### config.mk
export PLATFORM = sky130hd
export DESIGN_NAME = fgi_port
export DESIGN_NICKNAME = d
export VERILOG_FILES = /design/src/hw/fgi_pkg.sv /design/src/hw/fgi_port.sv
export VERILOG_INCLUDE_DIRS = /design/src /design/src/hw
export SDC_FILE = /design/constraint.sdc
export NUM_CORES = 1
export LEC_CHECK = 0
export BUFFER_PORTS_ARGS = -buffer_cell sky130_fd_sc_hd__clkbuf_2
export CAP_MARGIN = 20
export CORE_MARGIN = 4
export CORE_UTILIZATION = 45
export DETAILED_ROUTE_END_ITERATION = 16
export GPL_TIMING_DRIVEN = 0
export PLACE_DENSITY = 0.65
export REMOVE_ABC_BUFFERS = 1
export SYNTH_ARGS = -nofsm -noshare
export SYNTH_HDL_FRONTEND = slang
export SYNTH_SLANG_ARGS = --single-unit
### constraint.sdc
create_clock -name core_clk -period 7.1 [get_ports core_clk]
set_input_delay 0.71 -clock core_clk [delete_from_list [all_inputs] [get_ports core_clk]]
set_output_delay 0.71 -clock core_clk [all_outputs]
set_load 0.01 [all_outputs]
### src/hw/fgi_consts.svh
`ifndef FGI_CONSTS_SVH
`define FGI_CONSTS_SVH
`define FGI_TARGET_ADDR 7'h55
`define FGI_CMD_LAST 8'h6b
`define FGI_CLK_MHZ 200
`define FGI_WAKE_US 75
`define FGI_WAKE_CYC ((`FGI_WAKE_US * `FGI_CLK_MHZ) - 1)
`define FGI_FLOW_MS 4
`define FGI_FLOW_CYC (`FGI_FLOW_MS * 1000 * `FGI_CLK_MHZ)
`define FGI_NVM_MS 144
`define FGI_NVM_CYC (`FGI_NVM_MS * 1000 * `FGI_CLK_MHZ)
`endif

### src/hw/fgi_pkg.sv
package fgi_pkg;
    typedef enum logic [6:0] {
        FGI_IDLE = 7'h01,
        FGI_ADDR = 7'h02,
        FGI_CMD = 7'h04,
        FGI_WDAT = 7'h08,
        FGI_RDAT = 7'h10,
        FGI_ACK = 7'h20,
        FGI_RACK = 7'h40
    } fgi_state_t;
endpackage

### src/hw/fgi_port.sv
`timescale 1ns/1ps
`include "fgi_consts.svh"
// Summary of operation
// - quick read returns the byte at the current address pointer.
// - pointer advances by one whenever a data byte is acknowledged by anyone.
// - incremental write uses the same incrementing pointer for consecutive locations.
// - data written to a read-only location is answered with NACK.
// - command byte above the last location is answered with NACK.
// - written read-write values may appear on read-back only after a delay.
// - in low-power modes stretch briefly on every transfer while waking.
// - in normal mode stretch only on packets addressed to this target.
// - stretch may follow start, ack bits and first read data bit.
// - flow-control stretches last as long as loc_ready is low, with no FLOW_CYC limit.
// - stretch during table update may last up to the long bound.
// - answer the fixed seven-bit target address with direction bit.
// - support single, incremental, quick reads and single, incremental writes.
module fgi_port
    import fgi_pkg::*;
#(
    parameter int FLOW_CYC = `FGI_FLOW_CYC,
    parameter int NVM_CYC = `FGI_NVM_CYC
)
(
    // clock and reset
    input wire logic core_clk,
    input wire logic rst,
    input wire logic clk_en,
    // bus pins
    input wire logic scl_in,
    output logic scl_out,
    output logic scl_oe,
    input wire logic sda_in,
    output logic sda_out,
    output logic sda_oe,
    // mode inputs
    input wire logic low_power,
    input wire logic nvm_busy,
    // command location access
    output logic [7:0] loc_addr,
    input wire logic [7:0] loc_rdata,
    input wire logic loc_ro,
    output logic loc_we,
    output logic [7:0] loc_wdata,
    input wire logic loc_ready
);
    import fgi_pkg::*;

    // ------------------------------------------------------------
    // pin synchronisers
    // ------------------------------------------------------------
    logic scl_m, scl_s, scl_d, sda_m, sda_s, sda_d;
    always_ff @(posedge core_clk)
    begin
        if (rst)
        begin
            {scl_m, scl_s, scl_d, sda_m, sda_s, sda_d} <= 6'h3f;
        end
        else if (clk_en)
        begin
            scl_m <= scl_in;
            scl_s <= scl_m;
            scl_d <= scl_s;
            sda_m <= sda_in;
            sda_s <= sda_m;
            sda_d <= sda_s;
        end
    end

    logic scl_rise, scl_fall, start_c, stop_c;
    assign scl_rise = scl_s && !scl_d;
    assign scl_fall = !scl_s && scl_d;
    assign start_c = scl_s && scl_d && sda_d && !sda_s;
    assign stop_c = scl_s && scl_d && !sda_d && sda_s;

    // ------------------------------------------------------------
    // byte engine
    // ------------------------------------------------------------
    fgi_state_t state;
    fgi_state_t after_ack;
    logic [7:0] shift;
    logic [3:0] bit_cnt;
    logic [7:0] ptr;
    logic ack_drive, rd_bit, mine, hold, first_rd;
    logic [31:0] wait_cnt;

    // holding scl only while engine or storage is not ready
    logic busy_stretch;
    assign busy_stretch = hold && (!loc_ready || wait_cnt != 32'h0);
    assign scl_out = 1'b0;
    assign scl_oe = busy_stretch && !scl_s;
    assign sda_out = 1'b0;
    assign sda_oe = ack_drive || (state == FGI_RDAT && !rd_bit);
    assign loc_addr = ptr;

    always_ff @(posedge core_clk)
    begin
        if (rst)
        begin
            state <= FGI_IDLE;
            after_ack <= FGI_IDLE;
            shift <= 8'h00;
            bit_cnt <= 4'h0;
            ptr <= 8'h00;
            ack_drive <= 1'b0;
            rd_bit <= 1'b1;
            mine <= 1'b0;
            hold <= 1'b0;
            first_rd <= 1'b0;
            wait_cnt <= 32'h0;
            loc_we <= 1'b0;
            loc_wdata <= 8'h00;
        end
        else if (clk_en)
        begin
            loc_we <= 1'b0;
            if (wait_cnt != 32'h0)
            begin
                wait_cnt <= wait_cnt - 32'h1;
            end
            if (hold && !busy_stretch)
            begin
                hold <= 1'b0;
            end
            if (stop_c)
            begin
                state <= FGI_IDLE;
                ack_drive <= 1'b0;
                rd_bit <= 1'b1;
                mine <= 1'b0;
                hold <= 1'b0;
            end
            else if (start_c)
            begin
                state <= FGI_ADDR;
                bit_cnt <= 4'h0;
                ack_drive <= 1'b0;
                rd_bit <= 1'b1;
                if (low_power)
                begin
                    // wake stretch for every packet, addressed or not
                    hold <= 1'b1;
                    wait_cnt <= 32'(`FGI_WAKE_CYC);
                end
            end
            else
            begin
                case (state)
                    FGI_IDLE:
                    begin
                    end
                    FGI_ADDR, FGI_CMD, FGI_WDAT:
                    begin
                        if (scl_rise)
                        begin
                            shift <= {shift[6:0], sda_s};
                            bit_cnt <= bit_cnt + 4'h1;
                        end
                        if (scl_fall && bit_cnt == 4'h8)
                        begin
                            bit_cnt <= 4'h0;
                            state <= FGI_ACK;
                            hold <= 1'b1;
                            wait_cnt <= nvm_busy ? 32'(NVM_CYC) : 32'h0;
                            if (state == FGI_ADDR)
                            begin
                                mine <= shift[7:1] == `FGI_TARGET_ADDR;
                                ack_drive <= shift[7:1] == `FGI_TARGET_ADDR;
                                // normal mode: foreign packets never stretched
                                if (shift[7:1] != `FGI_TARGET_ADDR && !low_power)
                                begin
                                    hold <= 1'b0;
                                end
                                after_ack <= shift[7:1] != `FGI_TARGET_ADDR ? FGI_IDLE :
                                    (shift[0] ? FGI_RDAT : FGI_CMD);
                                first_rd <= shift[0];
                            end
                            else if (state == FGI_CMD)
                            begin
                                ack_drive <= shift <= `FGI_CMD_LAST;
                                ptr <= shift;
                                after_ack <= shift <= `FGI_CMD_LAST ? FGI_WDAT : FGI_IDLE;
                            end
                            else
                            begin
                                ack_drive <= !loc_ro;
                                loc_we <= !loc_ro;
                                // the store decides when read-back shows the new value
                                loc_wdata <= shift;
                                ptr <= loc_ro ? ptr : ptr + 8'h01;
                                after_ack <= loc_ro ? FGI_IDLE : FGI_WDAT;
                            end
                        end
                    end
                    FGI_ACK:
                    begin
                        if (scl_fall)
                        begin
                            ack_drive <= 1'b0;
                            state <= after_ack;
                            if (!mine)
                            begin
                                state <= FGI_IDLE;
                            end
                            if (after_ack == FGI_RDAT)
                            begin
                                shift <= {loc_rdata[6:0], 1'b0};
                                rd_bit <= loc_rdata[7];
                                bit_cnt <= 4'h1;
                            end
                        end
                    end
                    FGI_RDAT:
                    begin
                        if (scl_fall)
                        begin
                            if (bit_cnt == 4'h1 && first_rd)
                            begin
                                // stretch after first read bit while data settles
                                hold <= 1'b1;
                                first_rd <= 1'b0;
                            end
                            if (bit_cnt == 4'h8)
                            begin
                                rd_bit <= 1'b1;
                                bit_cnt <= 4'h0;
                                state <= FGI_RACK;
                            end
                            else
                            begin
                                rd_bit <= shift[7];
                                shift <= {shift[6:0], 1'b0};
                                bit_cnt <= bit_cnt + 4'h1;
                            end
                        end
                    end
                    FGI_RACK:
                    begin
                        if (scl_rise)
                        begin
                            if (!sda_s)
                            begin
                                ptr <= ptr + 8'h01;
                                after_ack <= FGI_RDAT;
                            end
                            else
                            begin
                                after_ack <= FGI_IDLE;
                            end
                        end
                        if (scl_fall)
                        begin
                            state <= after_ack;
                            if (after_ack == FGI_RDAT)
                            begin
                                shift <= {loc_rdata[6:0], 1'b0};
                                rd_bit <= loc_rdata[7];
                                bit_cnt <= 4'h1;
                            end
                        end
                    end
                    default:
                    begin
                        state <= FGI_IDLE;
                    end
                endcase
            end
        end
    end
endmodule

==> results of run 1 <==
==> sequential cells by signal, indices dropped and copies added (netlist names) <==
| register | cells |
|---|---|
| ack_drive | 1 |
| sda_d | 1 |
| after_ack | 4 |
| state | 7 |
| wait_cnt | 32 |
| loc_we | 1 |
| sda_s | 1 |
| shift | 8 |
| scl_s | 1 |
| loc_wdata | 8 |
| first_rd | 1 |
| loc_addr | 8 |
| scl_d | 1 |
| mine | 1 |
| hold | 1 |
| sda_m | 1 |
| rd_bit | 1 |
| scl_m | 1 |
| bit_cnt | 4 |
==> Yosys cell counts (3+ instances only) <==
cell / count
o211ai_1: 9
a211oi_1: 8
o21ai_0: 35
ha_1: 6
a311oi_1: 10
nand4b_1: 3
and3_1: 7
inv_1: 11
or3_1: 9
xnor2_1: 11
nand2_1: 66
clkbuf_1: 29
nor4b_1: 7
nor4_1: 14
dfxtp_1: 83
mux2i_1: 15
a31o_2: 3
nor2b_1: 5
nor3_1: 18
a31oi_1: 7
nand3b_1: 3
o22ai_1: 4
or2_2: 4
and4b_1: 3
or4_1: 7
a211o_1: 5
o31ai_1: 10
buf_2: 7
xor2_1: 6
nand3_1: 22
a21oi_1: 49
nor2_1: 55
nand2b_1: 15
==> layer usage <==
metal | GRT usage | share of wire
met5 | 0 | 0
met4 | 0.0780 | 0.016
met3 | 0.0311 | 0.050
met2 | 0.356 | 0.48
met1 | 0.280 | 0.46
==> worst paths after layout <==
path / slack (ns) / endpoint / startpoint / cells after the start
setup / recovery: 3.73 / scl_oe / wait_cnt[3] / 5
hold / removal: 0.46 / loc_wdata[3] / loc_wdata[3] / 2
setup reg to reg: 4.00 / loc_addr[0] / state[4] / 6
hold reg to reg: 0.46 / loc_wdata[3] / loc_wdata[3] / 2
==> cell families after synthesis <==
kind of cell,count (synthesis),share of synthesized area
AOI/OAI and AO/OA,168,0.231
muxes,17,0.0363
xor gates and xnor gates,17,0.0313
buffers and inverters,50,0.0428
other,1,0.000787
and+or+nand+nor,263,0.293
DFF,83,0.349
adders and majority gates,6,0.0158
==> final cells by class <==
type | count | area (µm²)
fillers | 992 | 5110
flip-flops and latches | 83 | 1660
clock buffers | 9 | 124
multi-input cells | 473 | 2900
repair buffers | 40 | 236
clock inverters | 7 | 83.8
well taps | 136 | 170
inverters | 11 | 41.3
==> tightest hold or removal path: stages, from the launching register on <==
cell and delay [ns]:
dfxtp_1 0.32, nand2_1 0.05, a21oi_1 0.05
==> cells in the final DEF, fill, tap and decap left out, types with 3 or more instances in the layout <==
cell and count:
nand4b_1 3, or3_1 9, xor2_1 6, and3_1 7, xnor2_1 11, a31o_2 3
inv_1 11, o211ai_1 9, o22ai_1 4, nand3b_1 3, nor3_1 18, clkbuf_8 9
nand3_1 22, nor2b_1 5, a31oi_1 7, mux2i_1 15, nand2b_1 15, a211o_1 5
o21ai_0 34, clkbuf_2 35, a211oi_1 8, and4b_1 3, o31ai_1 10, dfxtp_1 83
buf_4 3, nor4_1 14, a21oi_1 49, or4_1 7, nand2_1 66, nor2_1 55
or2_2 4, nor4b_1 7, ha_1 6, a311oi_1 10
==> stage by stage <==
step | setup WS [ns] | hold slack [ns] | total power, mW | area [µm²] | util
2_1_floorplan | 4.52 | 0.427 | 0.799 | 4600 | -
3_3_place_gp | 3.35 | 0.442 | 0.877 | 4950 | 0.479
3_5_place_dp | 3.22 | 0.447 | 0.888 | 4960 | 0.480
4_1_cts | 3.58 | 0.460 | 1.25 | 5160 | 0.500
5_1_grt | 3.59 | 0.479 | 1.33 | 5220 | 0.505
6_report | 3.73 | 0.460 | 1.26 | 5220 | 0.505
==> power breakdown <==
| part | switching (mW) | internal, mW | leakage (nW) |
|---|---|---|---|
| combinational | 0.215 | 0.133 | 1.08 |
| sequential | 0.0395 | 0.503 | 0.673 |
| clock | 0.197 | 0.169 | 0.102 |
==> run summary, run 1 <==
The final route contains 4619 vias. Excluding fillers, the count of instances in the completed layout stands at 759. Of all cell types, the one taking the most synthesized area is dfxtp_1. After detailed routing, the total wire length is 13200 µm. The mapped cell area is 4760 µm². Across the run, the number of max-cap violations was 0. The share of cells above drive strength 1 was 0.125; the data required time at the worst endpoint was 6.39 ns. In this design, the stage delay of the slowest critical-path cell is 0.59 ns. The tools report the total number of clock tree sinks as 83. Fraction of synthesized cell area taken by the top area cell type: 0.349. The shortest period the worst path allows works out to 3.37 ns.

Ratio of final minimum period to clock period: 0.475. The flow ran to the end, and the final reports show no timing, DRC or antenna violations. Counting flops and latches in the post-synthesis netlist gives 83.

The first-pass GRT wire length was 22000 µm; the clock insertion delay at the later pin of the skew report was 0.37 ns. The signal on the critical path passes through or4_4, or3_1, nor3_2, a21oi_1, clkbuf_2. The initialized floorplan defines 37 standard-cell rows. Routability-driven placement finished with a final weighted congestion of 0.899. After detailed routing, the average wire length per cell comes to 17.4 µm.

The number of antenna violations at the first check in global routing was 0; the DRC marker count from the first detailed-route iteration was 351. The run gives 0.461 as the effective utilization at floorplan. The fmax is 297 MHz, and the quantity of I/O buffers inserted on ports is 35.

The via density per instance is 6.09. Along the worst path, the maximum fanout reaches 10. The via count of the first global-routing pass was 4402; the count of yosys warnings during synthesis was 0. Measured along the x axis, the die boundary spans 111 µm. Final-report hold violation count: 0. For the core outline area, the log shows 10300 µm². For the static leakage, the log shows 1.85 nW. The worst setup path is captured at a primary output. The die extent in y works out to 111 µm.

The share of synthesized flip-flops with an asynchronous set or reset was 0. The cell with the biggest individual delay on the critical path was or4_4. The buffer depth of the longest clock path is 2. Setup repair after global routing left no endpoint under its margin. The total of hold buffers inserted after clock tree synthesis was 0.

Before antenna repair, the detailed router went through 5 iterations. In the final timing run, aggregate negative setup slack is 0 ns. The run gives 605 as the count of mapped cells out of synthesis. The floorplan step defined a die boundary enclosing 12300 µm². The most used flip-flop cell after synthesis was dfxtp_1. In the routed design, unresolved DRC markers number 0.

Kind of critical path: reg2out. The number of buffers and inverters on the critical path is 1, and the number of distinct library cell variants in the gate-level netlist after synthesis is 74. The mean instance size in the synthesized netlist came out at 7.87 µm². Type of the tightest min-delay check: reg2reg. 38 I/O pins were placed. In this run the clock root is driven by a clkbuf_8.

Post-CTS repair changed the size of 0 cells. The worst setup path is launched from a flip-flop. The logs give 739 for the cell count after placement and 0 for the antenna diode instance count. TritonCTS built the clock tree. The tools report the final layout net count as 641. Yosys attributes the largest share of cell area to dfxtp_1 (35%), nand2_1 (5.2%), a21oi_1 (5.1%).

The run gives 0.214 as the global routing usage summed across all routing layers. The logs give 0 for the post-route antenna net violation count and 0 for the final number of max-transition violations. After legalization and detailed placement, the total HPWL measured 9210 µm. The tools report the sum of overflow across all layers after global routing as 0. The setup clock skew after layout came out at 0.0154 ns. The number of levels in the clock H-tree was 3; the largest net degree at the start of global routing was 54. The worst slew slack as a fraction of its limit is 0.402, and the power density over cell area is 241 nW/µm². Setup violations remaining at the end of the flow were counted as 0.

The pin slew with the least headroom to its limit was 0.897 ns; the number of clock buffers inserted by TritonCTS was 9. Clock-pin slew was measured on the worst setup and hold paths at 0.09 ns. The signed area change from the synthesized netlist to the final layout was 9.56%; the fraction of the yosys area taken by sequential cells was 0.349. Among cell families on the critical path, the largest total delay comes from simple AND/OR/NAND/NOR gates.

Across the VDD grid, the largest voltage drop is 0.126 mV. Yosys mapped a number of flops with a built-in enable equal to 0. The run gives 0 as the post-CTS setup-driven buffer insertion count.

The data arrival time of the critical path was 2.66 ns.
Power figures use the tool's default switching activity.
==> run 2, diff against run 1 <==
==> constraint.sdc (replaced) <==
create_clock -name core_clk -period 3.3 [get_ports core_clk]
set_input_delay 0.33 -clock core_clk [delete_from_list [all_inputs] [get_ports core_clk]]
set_output_delay 0.33 -clock core_clk [all_outputs]
set_load 0.01 [all_outputs]
==> run 2 against run 1 <==
  * Sequential share of layout area about the same
  * Clock power up 120%
  * Sequential power up 120%
  * Utilization about the same
  * Via count about the same
  * Highest routed layer unchanged
  * Cell count unchanged
  * Non-clock buffer count unchanged
  * Hold slack worse by 0.27 ns
  * Clock skew about the same
  * Register-to-register slack worse by 3.7 ns
  * Combinational power up 120%
==> run summary, run 2 (synthesis results as in run 1) <==
STA puts the critical path data required time at 2.97 ns. The global routing usage summed across all routing layers is 0.214, and the number of clock buffers inserted by TritonCTS is 9. The shortest period the worst path allows was 2.99 ns; the maximum fanout count along the critical path was 10. The die extent in y was 111 µm. The kind of cell with the highest combined delay along the critical path is simple AND/OR/NAND/NOR gates. The clock passes through at most 2 buffers. Setup slack on the critical path of the routed design comes to 0.309 ns.

The run gives 0.461 as the effective utilization at floorplan. The H-tree generated during clock tree synthesis spans 3 levels. Total of hold buffers inserted after clock tree synthesis: 0.

Dividing the detail-routed wire length by the instance count gives 17.3 µm. Wire segments on met2 add up to 6280 µm in the final route. STA classifies the critical path endpoint as a primary output. The share of cells above drive strength 1 works out to 0.127. The sum of routed wire length over all layers was 13200 µm; the final non-filler cell area was 5220 µm².

Entering global routing, the biggest net connects 54 pins. For the worst setup slack after placement, the log shows -0.205 ns. The area growth from synthesis to layout is 9.59%. The core outline area is 10300 µm².

The overall power after layout is 2.70 mW, and the routed wire length on met3 is 619 µm. More flip-flops sit in one register than any other, and that register is wait_cnt. The number of antenna violations at the first check in global routing came out at 0. The number of iterations in the first detailed-routing pass was 5; the DRC marker count from the first detailed-route iteration was 351.

The pin slew with the least headroom to its limit came out at 0.896 ns. The flow ran to the end, and the final reports show no timing, DRC or antenna violations. In this run the static leakage power is 1.85 nW. The topmost layer with routed signal wires is met4. The run gives 2.66 ns as the data arrival time of the critical path.

Once detail routing completed, the nets flagged for antenna violations numbered 0. CTS saw 83 sinks. The run gives 0.189 ns as the worst slack on hold paths.

The first global-routing pass estimated 22000 µm of wire. The slowest stage of the critical path is the or4_4 cell. The tools report the type of origin of the critical path as a flip-flop. The logs give 4402 for the via count of the first global-routing pass and 0 for the final-report hold violation count.

For the final number of max-transition violations, the log shows 0. Global routing finished with a remaining overflow of 0. The quantity of I/O buffers inserted on ports was 35; the remaining routing DRC violations was 0.

In the layout the commonest cells are dfxtp_1 (83), nand2_1 (66), nor2_1 (55), a21oi_1 (49), clkbuf_2 (35). In this run the power density over the cells is 518 nW/µm². The number of flip-flops in the largest register is 32.

The library cell used most frequently in the layout, excluding fill and tap cells, is dfxtp_1. At the end of the flow, the number of nets in the layout was 641. The kind of critical path was reg2out. The largest stage delay on the critical path is 0.59 ns. Across the run, the number of max-cap violations was 0. The final setup violation count came out at 0.

The die is 111 µm wide. The clock-pin slew of the registers on the worst-case setup and hold paths came out at 0.09 ns. The tightest min-delay check is of the in2reg type. The number of buffers and inverters on the critical path is 1.

TritonCTS built the clock tree. Based on the critical path, the design can be clocked at up to 334 MHz. Setup repair after global routing left no endpoint under its margin. The logs give 4960 µm² for the total cell area at the placement stage and 6020 µm for the total routed wire length on the met1 layer. At the later pin of the worst-skew pair, clock insertion delay measures 0.37 ns.

38 I/O pins were placed. 0 antenna diodes ended up in the layout. The tools report the worst slew slack as a fraction of its limit as 0.403.

The worst-case IR drop observed on VDD is 0.271 mV. The floorplan step defined a die boundary enclosing 12300 µm². Walking the worst path, the cells encountered are or4_4, or3_1, nor3_2, a21oi_1, clkbuf_2. The cell sitting at the root of the clock tree is a clkbuf_8. Via total after detailed routing: 4615. The ratio of final minimum period to clock period works out to 0.906.

For the setup clock skew after layout, the log shows 0.0159 ns. The congestion estimate from routability-driven global placement came to 0.899. The via density per instance is 6.08. The logs give 37 for the site row count and 9210 µm for the HPWL after detailed placement.
-- run 2: cell types whose count changed in the layout (fill, tap and decap cells not counted) --
| cell | before | now |
|---|---|---|
| and4b_1 | 3 | 2 |
| and4b_2 | 0 | 1 |
-- run 2: final cells by class --
| cell class | count | area (µm²) |
|---|---|---|
| repair buffers | 40 | 236 |
| inverters | 11 | 41.3 |
| clock inverters | 7 | 83.8 |
| well taps | 136 | 170 |
| clock buffers | 9 | 124 |
| multi-input cells | 473 | 2900 |
| fillers | 991 | 5100 |
| flip-flops and latches | 83 | 1660 |
-- run 2: worst paths after layout --
path | slack [ns] | start | cells past startpoint | endpoint
max | 0.31 | wait_cnt[3] | 5 | scl_oe
min | 0.19 | scl_in | 3 | scl_m
max reg2reg | 0.35 | state[4] | 6 | after_ack[2]
min reg2reg | 0.46 | loc_wdata[3] | 2 | loc_wdata[3]
-- run 2: where the power goes --
group	switching (mW)	leakage (nW)	internal, mW	total, mW
clock	0.424	0.102	0.363	0.788
sequential	0.0850	0.673	1.08	1.17
combinational	0.463	1.07	0.286	0.749
-- run 2: through the flow --
step                TNS [ns]  utilization  std cells
floorplan                  0            -        567
global placement       -2.58        0.479        738
detailed placement    -0.885        0.480        739
CTS                        0        0.500        755
global route               0        0.506        759
finish                     0        0.506        759
-- run 2: layer usage --
metal	up-vias	track usage
li1	2268	-
met1	2189	0.280
met2	136	0.356
met3	22	0.0311
met4	0	0.0780
met5	-	0
-- run 2: worst min-delay path: stages --
cell and delay (ns):
clkbuf_2 0.08, mux2i_1 0.06, nand2_1 0.06
-- run 2: repair_timing --
item,CTS,global route
setup buffers,0,0
resized for setup,0,1
endpoints found under the setup margin,0,3
==> run 3, diff against run 2 <==
--- a/config.mk
+++ b/config.mk
@@ -9,10 +9,10 @@
 export BUFFER_PORTS_ARGS = -buffer_cell sky130_fd_sc_hd__clkbuf_2
 export CAP_MARGIN = 20
 export CORE_MARGIN = 4
-export CORE_UTILIZATION = 45
+export CORE_UTILIZATION = 35
 export DETAILED_ROUTE_END_ITERATION = 16
 export GPL_TIMING_DRIVEN = 0
-export PLACE_DENSITY = 0.65
+export PLACE_DENSITY = 0.53
 export REMOVE_ABC_BUFFERS = 1
 export SYNTH_ARGS = -nofsm -noshare
 export SYNTH_HDL_FRONTEND = slang
==> run 3 against run 2 <==
  * Sequential share of layout area shrank 0.85 points
  * Die area grew 26%
  * Non-clock buffer count shrank 1
  * Global-route usage shrank 4.0 points
  * Hold slack gained 0.015 ns
  * Cell count grew 5.1%
  * Flip-flop and latch count is the same
  * Clock-buffer cell count is the same
  * Critical path type is now reg2reg
  * Critical endpoint is now loc_addr[0]
==> run summary, run 3 (synthesis results as in run 1) <==
The share of cells above drive strength 1 is 0.124. The share of the core filled with cells in the final layout is 0.403. Routability-driven placement finished with a final weighted congestion of 0.884. Leaving out fill and tap cells, the most frequent cell in the layout is dfxtp_1. Counting every sink on the clock net gives 83.

The count of buffers added on input and output ports is 35. The logs give 42 for the site row count and 15500 µm² for the overall die area. The setup clock skew after layout is 0.00672 ns, and the number of antenna violations at the first check in global routing is 0. The cell depth of the worst min-delay path came out at 3.

The via density per instance was 5.74; the data arrival time of the critical path was 3.38 ns. The type of origin of the critical path is a flip-flop. The worst setup path is captured at a flip-flop. The tool flagged a number of max-cap violations equal to 0. The total negative slack for setup checks is 0 ns.

The DRC marker count from the first detailed-route iteration is 517. The critical path is of the reg2reg type. The critical path starts at state[4]. After layout, the worst setup slack is 0.184 ns.

The number of clock buffers inserted by TritonCTS came out at 9. No sink is reached through more buffers than the 2 on the longest clock path. The tools report the startpoint of the worst hold path as scl_in. The largest individual stage delay along the critical path comes from the cell and4b_1.

Summing all flip-flop and latch instances after layout gives 1660 µm². Dividing total power by cell area gives a power density of 558 nW/µm². Master cell of the clock root buffer: clkbuf_16. The first global-routing pass estimated 22500 µm of wire. The die span in x was 125 µm.

Clock-pin slew was measured on the worst setup and hold paths at 0.06 ns. Number of buffers and inverters on the critical path: 0. For hold timing, the worst endpoint is scl_m. The run gives 0 as the final setup violation count. The detailed router placed 4584 vias in this run. For the pin with the worst max-slew slack, the measured transition is 1.06 ns. Die extent in y: 125 µm. Global routing usage summed across all routing layers: 0.174.

The largest stage delay on the critical path was 0.87 ns. The HPWL after detailed placement is 9620 µm. For the worst setup slack after placement, the log shows -0.236 ns. The detail route stage leaves a number of antenna-violating nets equal to 0. The reg-to-reg endpoint is loc_addr[0].

For the final number of max-transition violations, the log shows 0. The signal on the critical path passes through nor4_1, and4b_1, o211ai_1, a21o_1, or3_1, a31oi_1. Once the clock tree was built, the resizer swapped 0 gates to a different size. Global routing finished with a remaining overflow of 0.

The number of setup buffers added after CTS is 0. For this run, the detailed router's first-pass iteration total came to 5. The register with the most flip-flops in the layout has 32 of them. The final-report hold violation count is 0.

The run gives 4335 as the via count of the first global-routing pass. In this run the critical register-to-register path is launched from state[4]. The logic depth of the worst setup path including buffers was 6. Of all nets on the critical path, the largest fanout is 25.

Counting the fill cells in the layout gives 1396. The effective utilization at floorplan is 0.358, and the worst slew slack as a fraction of its limit is 0.287. Across all register-to-register paths, the minimum setup slack is 0.18 ns.

In the final design database the tool counted 640 nets. In the final routed layout, each cell accounts on average for 17.0 µm. Total of hold buffers inserted after clock tree synthesis: 0.

Clock latency on the worst-skew pair, taken at its later pin, is 0.35 ns. Overall power consumption after layout is estimated at 2.99 mW. Timing would allow up to 321 MHz. The sum of routed wire length over all layers is 13600 µm. Entering global routing, the biggest net connects 39 pins.

The run gives 0 as the antenna diode instance count. In this run the count of I/O pins placed on the die edge is 38. The largest vdd supply drop was 0.311 mV. Compared with the post-synthesis result, the final layout area differs by 12.6%.

The number of cell instances on the worst register-to-register path came out at 6. In the layout the commonest cells are dfxtp_1 (83), nand2_1 (66), nor2_1 (55), a21oi_1 (49), clkbuf_2 (35). The tools report the data required time at the worst endpoint as 3.57 ns. In the final layout, the multi-input gates occupy 2900 µm². The shortest period the worst path allows is 3.12 ns, and the core outline area is 13300 µm².

wait_cnt holds more flip-flops than any other register. The path class of the tightest hold or removal check is in2reg. For this run, design rule violations remaining after detail routing come to 0.

The ratio of final minimum period to clock period works out to 0.944. The flow ran to the end, and the final reports show no timing, DRC or antenna violations. The H-tree was split into 3 levels.

For this design the static power due to leakage is 1.90 nW. TritonCTS built the clock tree. Setup repair after global routing left no endpoint under its margin.

Dominant delay contributor by cell family on the critical path: simple AND/OR/NAND/NOR gates.
-- run 3: how the worst max path moves through the flow --
stage                        to  slack [ns]
floorplan           loc_addr[0]        0.77
global placement       shift[0]       -0.16
detailed placement     shift[6]       -0.24
CTS                    shift[6]        0.11
global route        loc_addr[0]        0.03
finish              loc_addr[0]        0.18
-- run 3: per-layer routing --
layer | vias up | global-route usage | routed length (µm)
met2 | 113 | 0.288 | 6530
li1 | 2257 | - | -
met1 | 2197 | 0.226 | 6200
met4 | 0 | 0.0445 | 205
met5 | - | 0 | 0
met3 | 17 | 0.0433 | 656
-- run 3: layout make-up --
| cell class | count | area share |
|---|---|---|
| inverter | 11 | 0.00770 |
| multi-input combinational | 473 | 0.541 |
| tap | 176 | 0.0411 |
| clock inverter | 7 | 0.0173 |
| timing repair buffer | 39 | 0.0413 |
| sequential | 83 | 0.310 |
| clock buffer | 9 | 0.0420 |
-- run 3: through the flow --
step | area, µm² | instances | hold WS (ns)
finish | 5360 | 798 | 0.204
global route | 5360 | 798 | 0.207
CTS | 5340 | 796 | 0.194
detailed placement | 5030 | 780 | 0.451
global placement | 5000 | 778 | 0.443
floorplan | 4600 | 567 | 0.393
-- run 3: where the power goes --
part / internal [mW] / switching, mW / total (mW) / leakage (nW)
sequential: 1.08 / 0.0838 / 1.17 / 0.673
clock: 0.661 / 0.424 / 1.08 / 0.159
combinational: 0.277 / 0.464 / 0.741 / 1.07
-- run 3: worst min-delay path, stage by stage --
cell and delay [ns]:
clkbuf_2 0.08, mux2i_1 0.06, nand2_1 0.06
